==> src/rtl/wldc_pkg.sv <==
// Package with the offsets, field positions, reset values and timing of the wake/LED config block.
package wldc_pkg;
  localparam int unsigned ADDR_W       = 8;
  localparam int unsigned DATA_W       = 8;
  // Register offsets.
  localparam logic [7:0]  OFF_EE_CMD   = 8'h50;
  localparam logic [7:0]  OFF_WLDC_CFG = 8'h52;
  localparam logic [7:0]  OFF_WPAT_CFG = 8'h55;
  // Field positions.
  localparam int unsigned EEM_HI       = 7;
  localparam int unsigned EEM_LO       = 6;
  localparam int unsigned LED_HI       = 7;
  localparam int unsigned LED_LO       = 6;
  localparam int unsigned DRV_BIT      = 5;
  localparam int unsigned WACT_BIT     = 4;
  localparam int unsigned MMAP_BIT     = 3;
  localparam int unsigned WPTN_BIT     = 0;
  // Reset values and mode codes.
  localparam logic [1:0]  LED_RST      = 2'h0;
  localparam logic        DRV_RST      = 1'b0;
  localparam logic        WACT_RST     = 1'b0;
  localparam logic        WPTN_RST     = 1'b0;
  localparam logic [1:0]  EEM_NORMAL   = 2'h0;
  localparam logic [1:0]  EEM_AUTOLOAD = 2'h1;
  // Timing.
  localparam int unsigned CLK_HZ       = 10_000_000;
  localparam int unsigned AUTOLOAD_US  = 2000;
  localparam int unsigned PULSE_MS     = 150;
  localparam int unsigned AUTOLOAD_CYC = AUTOLOAD_US * (CLK_HZ / 1_000_000);
  localparam int unsigned PULSE_CYC    = PULSE_MS * (CLK_HZ / 1000);
  // Load sequencer states.
  typedef enum logic [1:0] {
    WLDC_ST_START,
    WLDC_ST_WAIT,
    WLDC_ST_IDLE
  } wldc_state_e;
endpackage

==> src/rtl/wldc_tmr_if.sv <==
// Interface between the config block and one of its interval timers.
`timescale 1ns/1ps
`default_nettype none
interface wldc_tmr_if;
  logic start;
  logic busy;
  logic done;
  modport ctl (output start, input busy, input done);
  modport tmr (input start, output busy, output done);
endinterface
`default_nettype wire

==> src/rtl/wldc_pulse_timer.sv <==
// Down counter that stays busy for COUNT cycles after a start and flags its last cycle.
`timescale 1ns/1ps
`default_nettype none
module wldc_pulse_timer
  import wldc_pkg::*;
#(
  parameter int unsigned COUNT = 4
) (
  input  wire logic   clk,
  input  wire logic   rst,
  wldc_tmr_if.tmr     tmr
);
  localparam int unsigned CNT_W = $clog2(COUNT + 1);

  logic [CNT_W-1:0] cnt_q;

  // A start while busy reloads, so a new event stretches the interval.
  always_ff @(posedge clk or posedge rst) begin
    if (rst) begin
      cnt_q <= '0;
    end else if (tmr.start) begin
      cnt_q <= CNT_W'(COUNT);
    end else if (cnt_q != '0) begin
      cnt_q <= cnt_q - CNT_W'(1);
    end
  end

  // Busy is decoded straight from the count; done from a count of one with no start in the same cycle.
  assign tmr.busy = (cnt_q != '0);
  assign tmr.done = (cnt_q == CNT_W'(1)) && !tmr.start;
endmodule
`default_nettype wire

==> src/rtl/wldc_top.sv <==
// Wake and LED configuration register with auto-load sequencing and wake pin shaping.
`timescale 1ns/1ps
`default_nettype none
module wldc_top
  import wldc_pkg::*;
#(
  parameter int unsigned LOAD_CYCLES  = AUTOLOAD_CYC,
  parameter int unsigned PULSE_CYCLES = PULSE_CYC
) (
  input  wire logic              clk,
  input  wire logic              rst,
  input  wire logic [ADDR_W-1:0] reg_addr,
  input  wire logic [DATA_W-1:0] reg_wdata,
  input  wire logic              reg_wr,
  input  wire logic              reg_rd,
  output logic      [DATA_W-1:0] reg_rdata,
  input  wire logic              pci_cmd_en_wr,
  input  wire logic [1:0]        eeprom_led_mode,
  input  wire logic              wake_event,
  input  wire logic              cardbus_mode_pin,
  input  wire logic              memory_space_mapped_pin,
  output logic                   wake_output_pin,
  output logic      [1:0]        led_mode_select,
  output logic                   load_busy
);
  wldc_tmr_if load_if ();
  wldc_tmr_if pulse_if ();

  wldc_state_e state_q;
  logic [1:0]  eem_q;
  logic [1:0]  led_q;
  logic        drv_q;
  logic        wact_q;
  logic        wptn_q;
  logic [1:0]  cb_sync_q;
  logic [1:0]  mmap_sync_q;
  logic        wake_prev_q;
  logic        wake_q;
  logic        wr_cfg;
  logic        wr_ee;
  logic        wr_pat;
  logic        load_end;
  logic        act_eff;
  logic        ptn_eff;
  logic        wake_rise;
  logic        wake_d;
  logic [DATA_W-1:0] rdata_d;

  // Address decode of the write strobe.
  assign wr_cfg   = reg_wr && (reg_addr == OFF_WLDC_CFG);
  assign wr_ee    = reg_wr && (reg_addr == OFF_EE_CMD);
  assign wr_pat   = reg_wr && (reg_addr == OFF_WPAT_CFG);
  assign load_end = (state_q == WLDC_ST_WAIT) && load_if.done;

  wldc_pulse_timer #(
    .COUNT (LOAD_CYCLES)
  ) u_load_timer (
    .clk (clk),
    .rst (rst),
    .tmr (load_if.tmr)
  );

  wldc_pulse_timer #(
    .COUNT (PULSE_CYCLES)
  ) u_pulse_timer (
    .clk (clk),
    .rst (rst),
    .tmr (pulse_if.tmr)
  );

  // Straps from pins pass two flops; only the second stage is read.
  always_ff @(posedge clk or posedge rst) begin
    if (rst) begin
      cb_sync_q   <= 2'h0;
      mmap_sync_q <= 2'h0;
    end else begin
      cb_sync_q   <= {cb_sync_q[0], cardbus_mode_pin};
      mmap_sync_q <= {mmap_sync_q[0], memory_space_mapped_pin};
    end
  end

  // Load sequencer: a reset always runs one EEPROM load, since the LED field
  // cannot take a port value under the asynchronous reset itself.
  always_ff @(posedge clk or posedge rst) begin
    if (rst) begin
      state_q <= WLDC_ST_START;
      eem_q   <= EEM_AUTOLOAD;
    end else begin
      case (state_q)
        WLDC_ST_START: begin
          state_q <= WLDC_ST_WAIT;
        end
        WLDC_ST_WAIT: begin
          if (load_if.done) begin
            state_q <= WLDC_ST_IDLE;
            eem_q   <= EEM_NORMAL;
          end
        end
        WLDC_ST_IDLE: begin
          if (wr_ee) begin
            eem_q <= reg_wdata[EEM_HI:EEM_LO];
            if (reg_wdata[EEM_HI:EEM_LO] == EEM_AUTOLOAD) begin
              state_q <= WLDC_ST_START;
            end
          end
        end
        default: begin
          state_q <= WLDC_ST_IDLE;
        end
      endcase
    end
  end

  assign load_if.start = (state_q == WLDC_ST_START);
  assign load_busy     = (state_q != WLDC_ST_IDLE);

  // LED mode: software writable, overwritten by each completed load.
  always_ff @(posedge clk or posedge rst) begin
    if (rst) begin
      led_q <= LED_RST;
    end else if (load_end) begin
      led_q <= eeprom_led_mode;
    end else if (wr_cfg) begin
      led_q <= reg_wdata[LED_HI:LED_LO];
    end
  end

  // Driver flag: a software write in the same cycle as a command-enable write
  // wins, since it is the later intent of the driver.
  always_ff @(posedge clk or posedge rst) begin
    if (rst) begin
      drv_q <= DRV_RST;
    end else if (wr_cfg) begin
      drv_q <= reg_wdata[DRV_BIT];
    end else if (pci_cmd_en_wr || load_end) begin
      drv_q <= DRV_RST;
    end
  end

  // Wake shape bits; a completed load restores their defaults as well.
  always_ff @(posedge clk or posedge rst) begin
    if (rst) begin
      wact_q <= WACT_RST;
      wptn_q <= WPTN_RST;
    end else if (load_end) begin
      wact_q <= WACT_RST;
      wptn_q <= WPTN_RST;
    end else begin
      if (wr_cfg) begin
        wact_q <= reg_wdata[WACT_BIT];
      end
      if (wr_pat) begin
        wptn_q <= reg_wdata[WPTN_BIT];
      end
    end
  end

  // In CardBus operation the shape falls back to an active-high level.
  assign act_eff   = wact_q && !cb_sync_q[1];
  assign ptn_eff   = wptn_q && !cb_sync_q[1];
  assign wake_rise = wake_event && !wake_prev_q;
  assign pulse_if.start = wake_rise && ptn_eff;

  // Wake pin: level forms follow the event, pulse forms follow the timer.
  always_comb begin
    if (ptn_eff) begin
      wake_d = pulse_if.busy ^ act_eff;
    end else begin
      wake_d = wake_event ^ act_eff;
    end
  end

  // Pin register; idles low at reset, matching the default active-high form.
  always_ff @(posedge clk or posedge rst) begin
    if (rst) begin
      wake_prev_q <= 1'b0;
      wake_q      <= 1'b0;
    end else begin
      wake_prev_q <= wake_event;
      wake_q      <= wake_d;
    end
  end

  assign wake_output_pin = wake_q;
  assign led_mode_select = led_q;

  // Read mux; unmapped addresses and reserved bits read as zero.
  always_comb begin
    rdata_d = 8'h00;
    case (reg_addr)
      OFF_EE_CMD: begin
        rdata_d[EEM_HI:EEM_LO] = eem_q;
      end
      OFF_WLDC_CFG: begin
        rdata_d[LED_HI:LED_LO] = led_q;
        rdata_d[DRV_BIT]       = drv_q;
        rdata_d[WACT_BIT]      = wact_q;
        rdata_d[MMAP_BIT]      = mmap_sync_q[1];
      end
      OFF_WPAT_CFG: begin
        rdata_d[WPTN_BIT] = wptn_q;
      end
      default: begin
        rdata_d = 8'h00;
      end
    endcase
  end

  // Read data stands only in the cycle after the strobe.
  always_ff @(posedge clk or posedge rst) begin
    if (rst) begin
      reg_rdata <= 8'h00;
    end else if (reg_rd) begin
      reg_rdata <= rdata_d;
    end else begin
      reg_rdata <= 8'h00;
    end
  end

  a_led_write: assert property (@(posedge clk) disable iff (rst)
    wr_cfg && !load_end |=> led_q == $past(reg_wdata[LED_HI:LED_LO]))
    else $error("LED mode did not take the written value");

  a_drv_write: assert property (@(posedge clk) disable iff (rst)
    wr_cfg ##1 (reg_rd && reg_addr == OFF_WLDC_CFG)
      |=> reg_rdata[DRV_BIT] == $past(reg_wdata[DRV_BIT], 2))
    else $error("Driver flag did not read back the written value");

  a_drv_clear: assert property (@(posedge clk) disable iff (rst)
    pci_cmd_en_wr && !wr_cfg |=> !drv_q)
    else $error("Driver flag not cleared by command enable write");

  a_wake_level: assert property (@(posedge clk) disable iff (rst)
    !ptn_eff |=> wake_output_pin == ($past(wake_event) ^ $past(act_eff)))
    else $error("Wake level form wrong for the selected polarity");

  a_pulse_hold: assert property (@(posedge clk) disable iff (rst)
    pulse_if.start && ptn_eff ##1 ptn_eff |=> (wake_output_pin != act_eff))
    else $error("Wake pulse did not start after the event");

  a_pulse_len: assert property (@(posedge clk) disable iff (rst)
    $rose(pulse_if.busy) |-> pulse_if.busy [*8])
    else $error("Wake pulse shorter than expected");

  a_reset_shape: assert property (@(posedge clk) disable iff (rst)
    $past(rst) |-> !wact_q && !wptn_q)
    else $error("Wake shape bits not zero after reset");

  a_cardbus_lvl: assert property (@(posedge clk) disable iff (rst)
    cb_sync_q[1] |=> wake_output_pin == $past(wake_event))
    else $error("Wake shape bits acted in CardBus operation");

  a_mmap_ro: assert property (@(posedge clk) disable iff (rst)
    reg_rd && reg_addr == OFF_WLDC_CFG |=> reg_rdata[MMAP_BIT] == $past(mmap_sync_q[1]))
    else $error("Memory-mapped status bit does not follow its strap");

  a_load_return: assert property (@(posedge clk) disable iff (rst)
    load_end |=> eem_q == EEM_NORMAL && led_q == $past(eeprom_led_mode)
      && state_q == WLDC_ST_IDLE)
    else $error("Auto-load did not reload and return to normal mode");

  a_load_timer: assert property (@(posedge clk) disable iff (rst)
    state_q == WLDC_ST_WAIT |-> load_if.busy)
    else $error("Load timer idle while the load still waits on it");

  a_pulse_end: assert property (@(posedge clk) disable iff (rst)
    pulse_if.done && ptn_eff |=> !pulse_if.busy && wake_output_pin != $past(act_eff))
    else $error("Wake pulse did not run through its last cycle");
endmodule
`default_nettype wire

==> config.mk <==
export PLATFORM = sky130hd
export DESIGN_NAME = wldc_top
export DESIGN_NICKNAME = d
export VERILOG_FILES = /design/src/rtl/wldc_pkg.sv /design/src/rtl/wldc_tmr_if.sv /design/src/rtl/wldc_pulse_timer.sv /design/src/rtl/wldc_top.sv
export SDC_FILE = /design/constraint.sdc
export NUM_CORES = 1
export LEC_CHECK = 0
export ABC_AREA = 1
export BUFFER_PORTS_ARGS = -buffer_cell sky130_fd_sc_hd__clkbuf_2
export CAP_MARGIN = 20
export CORE_MARGIN = 2
export CORE_UTILIZATION = 45
export CTS_BUF_LIST = sky130_fd_sc_hd__clkbuf_16
export DETAILED_ROUTE_END_ITERATION = 6
export GPL_ROUTABILITY_DRIVEN = 1
export PLACE_DENSITY = 0.7
export SYNTH_ARGS = -nofsm -noshare
export SYNTH_HDL_FRONTEND = slang
export SYNTH_HIERARCHICAL = 1
export SYNTH_SLANG_ARGS = --single-unit
==> constraint.sdc <==
create_clock -name clk -period 2.2 [get_ports clk]
set_clock_uncertainty 0.15 [all_clocks]
set_input_delay 0.22 -clock clk [delete_from_list [all_inputs] [get_ports clk]]
set_output_delay 0.22 -clock clk [all_outputs]
set_load 0.05 [all_outputs]
# Word level (Yosys, flattened, before mapping)
# Cells that the tools add are included.
# W data, S select, Z words.
[op_classes]
n_addsub = 2
n_reduce_logical = 24
bitwise = 2
mux = 24
eq_ne = 11
[ops]
columns = ["cell", "n"]
rows = [
  ["$mux W21", 2],
  ["$mux W15", 2],
  ["$eq A8 B7 Y1 const B", 3],
  ["$reduce_bool A21 Y1", 1],
  ["$sub A21 B1 Y21 const B", 1],
  ["$eq A15 B1 Y1 const B", 1],
  ["$reduce_bool A15 Y1", 1],
  ["$sub A15 B1 Y15 const B", 1],
  ["$mux W2", 7],
  ["$reduce_bool A2 Y1", 6],
  ["$logic_and A1 B1 Y1", 9],
  ["$mux W1", 8],
  ["$mux W8", 1],
  ["$ne A2 B2 Y1 const B", 4],
  ["$pmux W2 S2", 2],
  ["$pmux W2 S3", 1],
  ["$reduce_and A3 Y1", 2],
  ["$eq A2 B1 Y1 const B", 2],
  ["$logic_not A1 Y1", 3],
  ["$mux W3", 1],
  ["$eq A2 B2 Y1 const B", 1],
  ["$logic_not A2 Y1", 1],
  ["$xor A1 B1 Y1", 2],
  ["$logic_or A1 B1 Y1", 1],
]
[word_totals]
in_bits = 26
regBits = 59
out_inout_bits = 12
elab_cells = 76

# Longest topological paths before layout
[depth]
ltp_word = 7
depth_mapped = 9
ltp_nobuf = 9

# By module
# Netlist, hierarchy kept.
[modules_own_cells]
columns = ["module", "cells_each", "seq_area_each_um2", "area_per_inst_um2", "n_inst"]
rows = [
  ["wldc_pulse_timer at u_pulse_timer", 196, 525.5, 1463.9, 1],
  ["wldc_pulse_timer at u_load_timer", 129, 375.4, 955.9, 1],
  ["wldc_top", 114, 526.8, 953.4, 1],
]

# Worst setup path before layout
# Ideal clock, no wire load.
[synth_timing]
kind = "flip-flop to flip-flop"
start = "register u_load_timer.cnt_q[8]"
end = "register led_q[0] (netlist: led_mode_select[0])"
path_stages_with_launch = 9
arrival_time_ps = 1621
setup_ps = 67
setup_slack_ps = 362
n_path_buf = 1
path_cell_list = "dfrtp_1 > nor2_4 > nand2_1 > nor4_1 > nand3_2 > buf_6 > a21oi_1 > nand2_1 > nand2_1"
[synth_between]
elab_chain_cells = 4
[synth_rtl]
columns = ["item", "line", "source"]
rows = [
  ["start: declaration", "wldc_pulse_timer.sv:15", "logic [CNT_W-1:0] cnt_q;"],
  ["start signal: assignment", "wldc_pulse_timer.sv:22", "cnt_q <= CNT_W'(COUNT);"],
  ["start signal: assignment", "wldc_pulse_timer.sv:24", "cnt_q <= cnt_q - CNT_W'(1);"],
  ["$eq A15 B1 Y1 (*)", "wldc_pulse_timer.sv:30", "assign tmr.done = (cnt_q == CNT_W'(1)) && !tmr.start;"],
  ["$logic_and A1 B1 Y1 (*)", "wldc_pulse_timer.sv:30", ""],
  ["named net load_if.done", "wldc_tmr_if.sv:7", "logic done;"],
  ["$logic_and A1 B1 Y1 (*)", "wldc_top.sv:53", "assign load_end = (state_q == WLDC_ST_WAIT) && load_if.done;"],
  ["$mux W2 or $reduce_bool A2 Y1 (tied branches)", "-", ""],
  ["end signal: assignment", "wldc_top.sv:122", "led_q <= eeprom_led_mode;"],
  ["end signal: assignment", "wldc_top.sv:124", "led_q <= reg_wdata[LED_HI:LED_LO];"],
  ["end: declaration", "wldc_top.sv:31", "logic [1:0] led_q;"],
]
# The timed path passes the listed nets; every way through them passes the cells marked *.
# A chain may end at the register's enable or synchronous reset.

# Worst setup path in the final report
# Ends and elaborated chain as after synthesis.

==> flow_summary.yaml <==
logic_synthesis:
  synth_cells: 436
  postSynthAreaPerCell_um2: 7.679
  syn_area_um2: 3348
  yosysWarnings: 6
sta:
  drv_slew: 0
  fin_crit_ps: 1967
  finalWorstSetupSlack_ps: 233.4
  fin_crit_sh_pct: 89.39
  finalHoldViolations: 0
  rsz0062_at_grt: "no"
  relSlewSlack_pct: 46.15
  tns_ps: 0
  finalSetupViolCount: 0
  fmax_mhz: 508.5
  worst_pin_slew_ps: 806.9
  holdWs_ps: 30.80
layout:
  finalNetCount: 516
  antenna_cells: 0
  drive_above_1_share_pct: 22.24
  stdcell_count: 589
  areaGrowthSynthToFinish_pct: 20.74
  final_util_pct: 56.04
clock_tree:
  tritoncts: "built"
  numCtsBuffers: 9
  cts_sinks: 57
  clock_path_buffers: 2
  path_clk_slew_ps: 50
  clock_latency_ps: 320
  cts_root_buf: "clkbuf_16"
  htreeDepth: 3
setup_path:
  worstSetupPathType: "flop to flop"
  arrival_ps: 2030
  crit_path_start_kind: "flop"
  cp-end-kind: "flop"
  cp.required_ps: 2260
  crit_fanout: 10
placement:
  hpwl_mm: 5.322
  post-place-ws_ps: -37.37
  port_buffers: 32
  placed_cells: 562
  gp_congestion: 0.8929
die:
  die_h_um: 90.26
  pin_count: 38
  rows: 31
  die-area_um2: 8147
  die_w_um: 90.26
  initial_core_util_pct: 46.41
  core-area_um2: 7214
worst_hold_path:
  min_path_type: "input pin to flop"
grt:
  grtUsageTotal_pct: 19.36
  grt_pass1_wl_mm: 12.71
  antenna_found_initial: 0
  grt_pass1_vias: 2854
  grt_max_degree: 22
  grt-ovfl-total: 0
drt:
  vias: 2887
  wirelength_mm: 7.327
  ant_nets: 0
  firstDrtPassIters: 5
  wire_per_inst_um: 12.44
  drcViolationCount: 0
  drt_iter0_drc: 118
  viasPerCell: 4.902
pwr:
  power_density_nw_per_um2: 1009
  leakagePower_nw: 1.978
  ir_drop_uv: 865.0
job:
  cap_violations: 0
run_status:
  outcome: "finished, final reports clean"
[timing repair]
| action | CTS | global route |
|---|---|---|
| buffers inserted | 0 | 3 |
| hold buffers | 9 | 0 |
| resized for setup | 1 | 0 |
| cloned | 0 | 0 |
| pin swaps | 0 | 1 |
| endpoints found under the setup margin | 1 | 2 |
| endpoints found under the hold margin | 63 | 0 |
[registers in the layout (all words and copies together) (netlist names), 2 cells and up]
| name | flops |
|---|---|
| state_q | 2 |
| eem_q | 2 |
| cb_sync_q | 2 |
| mmap_sync_q | 2 |
| u_load_timer/cnt_q | 15 |
| u_pulse_timer/cnt_q | 21 |
| reg_rdata | 6 |
| led_mode_select | 2 |
[metal layers]
layer / global-route usage [%] / wire length (µm) / up-vias
li1: - / - / 1484
met1: 23.75 / 3219 / 1343
met2: 33.52 / 3764 / 56
met3: 5.259 / 295 / 4
met4: 5.513 / 49 / 0
met5: 0 / 0 / -
[cell usage in the layout (no fill, tap or decap), drive strengths merged]
| cell type | instances |
|---|---|
| dfstp | 1 |
| or2 | 6 |
| nor2 | 92 |
| nand2 | 100 |
| o21bai | 1 |
| and3b | 1 |
| and3 | 1 |
| clkinv | 6 |
| a21oi | 10 |
| nor4 | 1 |
| nand3 | 52 |
| xnor2 | 1 |
| o21ai | 14 |
| ha | 4 |
| dlygate4sd3 | 9 |
| buf | 5 |
| dfrtp | 56 |
| conb | 2 |
| a21o | 2 |
| xor2 | 4 |
| clkbuf | 41 |
| nor3 | 4 |
| inv | 57 |
| nand3b | 1 |
| nand4 | 16 |
| bufinv | 3 |
[final timing paths]
check / start / end / slack [ps] / depth (start not counted)
hold / removal: reg_wdata[7] / eem_q[1]$_DFFE_PP0P_ / 30 / 3
min in group asynchronous: rst / u_load_timer/cnt_q[1]$_DFFE_PP0P_ / 410 / 3
hold reg to reg: mmap_sync_q[0]$_DFF_PP0_ / mmap_sync_q[1]$_DFF_PP0_ / 200 / 0
setup reg to reg: u_load_timer/cnt_q[8]$_DFFE_PP0P_ / led_mode_select[0]$_DFFE_PP0P_ / 230 / 8
max in group asynchronous: rst / u_pulse_timer/cnt_q[10]$_DFFE_PP0P_ / 900 / 3
setup / recovery: u_load_timer/cnt_q[8]$_DFFE_PP0P_ / led_mode_select[0]$_DFFE_PP0P_ / 230 / 8
[final cells by class]
class                   count  area [µm²]
repair buffers             46       287.8
multi-input cells         312        1644
clock inverters             6       107.6
clock buffers               9       225.2
flip-flops and latches     57        1428
fillers                   691        3172
well taps                  99       123.9
inverters                  60       226.5
[power by group]
group          leakage [nW]  switching [W]  internal, W  total [W]
Sequential            0.679       0.000260      0.00127    0.00153
Combinational          1.14       0.000601     0.000388   0.000988
Clock                 0.163       0.000466      0.00109    0.00156
[per-stage QoR]
stage	power (W)	instance area, µm²
detailed placement	0.002509	3591
floorplan	0.002298	3352
CTS	0.004124	4020
global route	0.004340	4043
finish	0.004078	4043
global placement	0.002467	3591
[critical path, cell delays in order (launching register included)]
cell,delay [ps]
dfrtp_1,420
nor2_4,180
nand2_1,130
nor4_2,410
nand3_2,90
buf_4,190
buf_4,140
nand3_1,80
nand2_1,60
No activity file was read; power rests on OpenSTA's default activity.
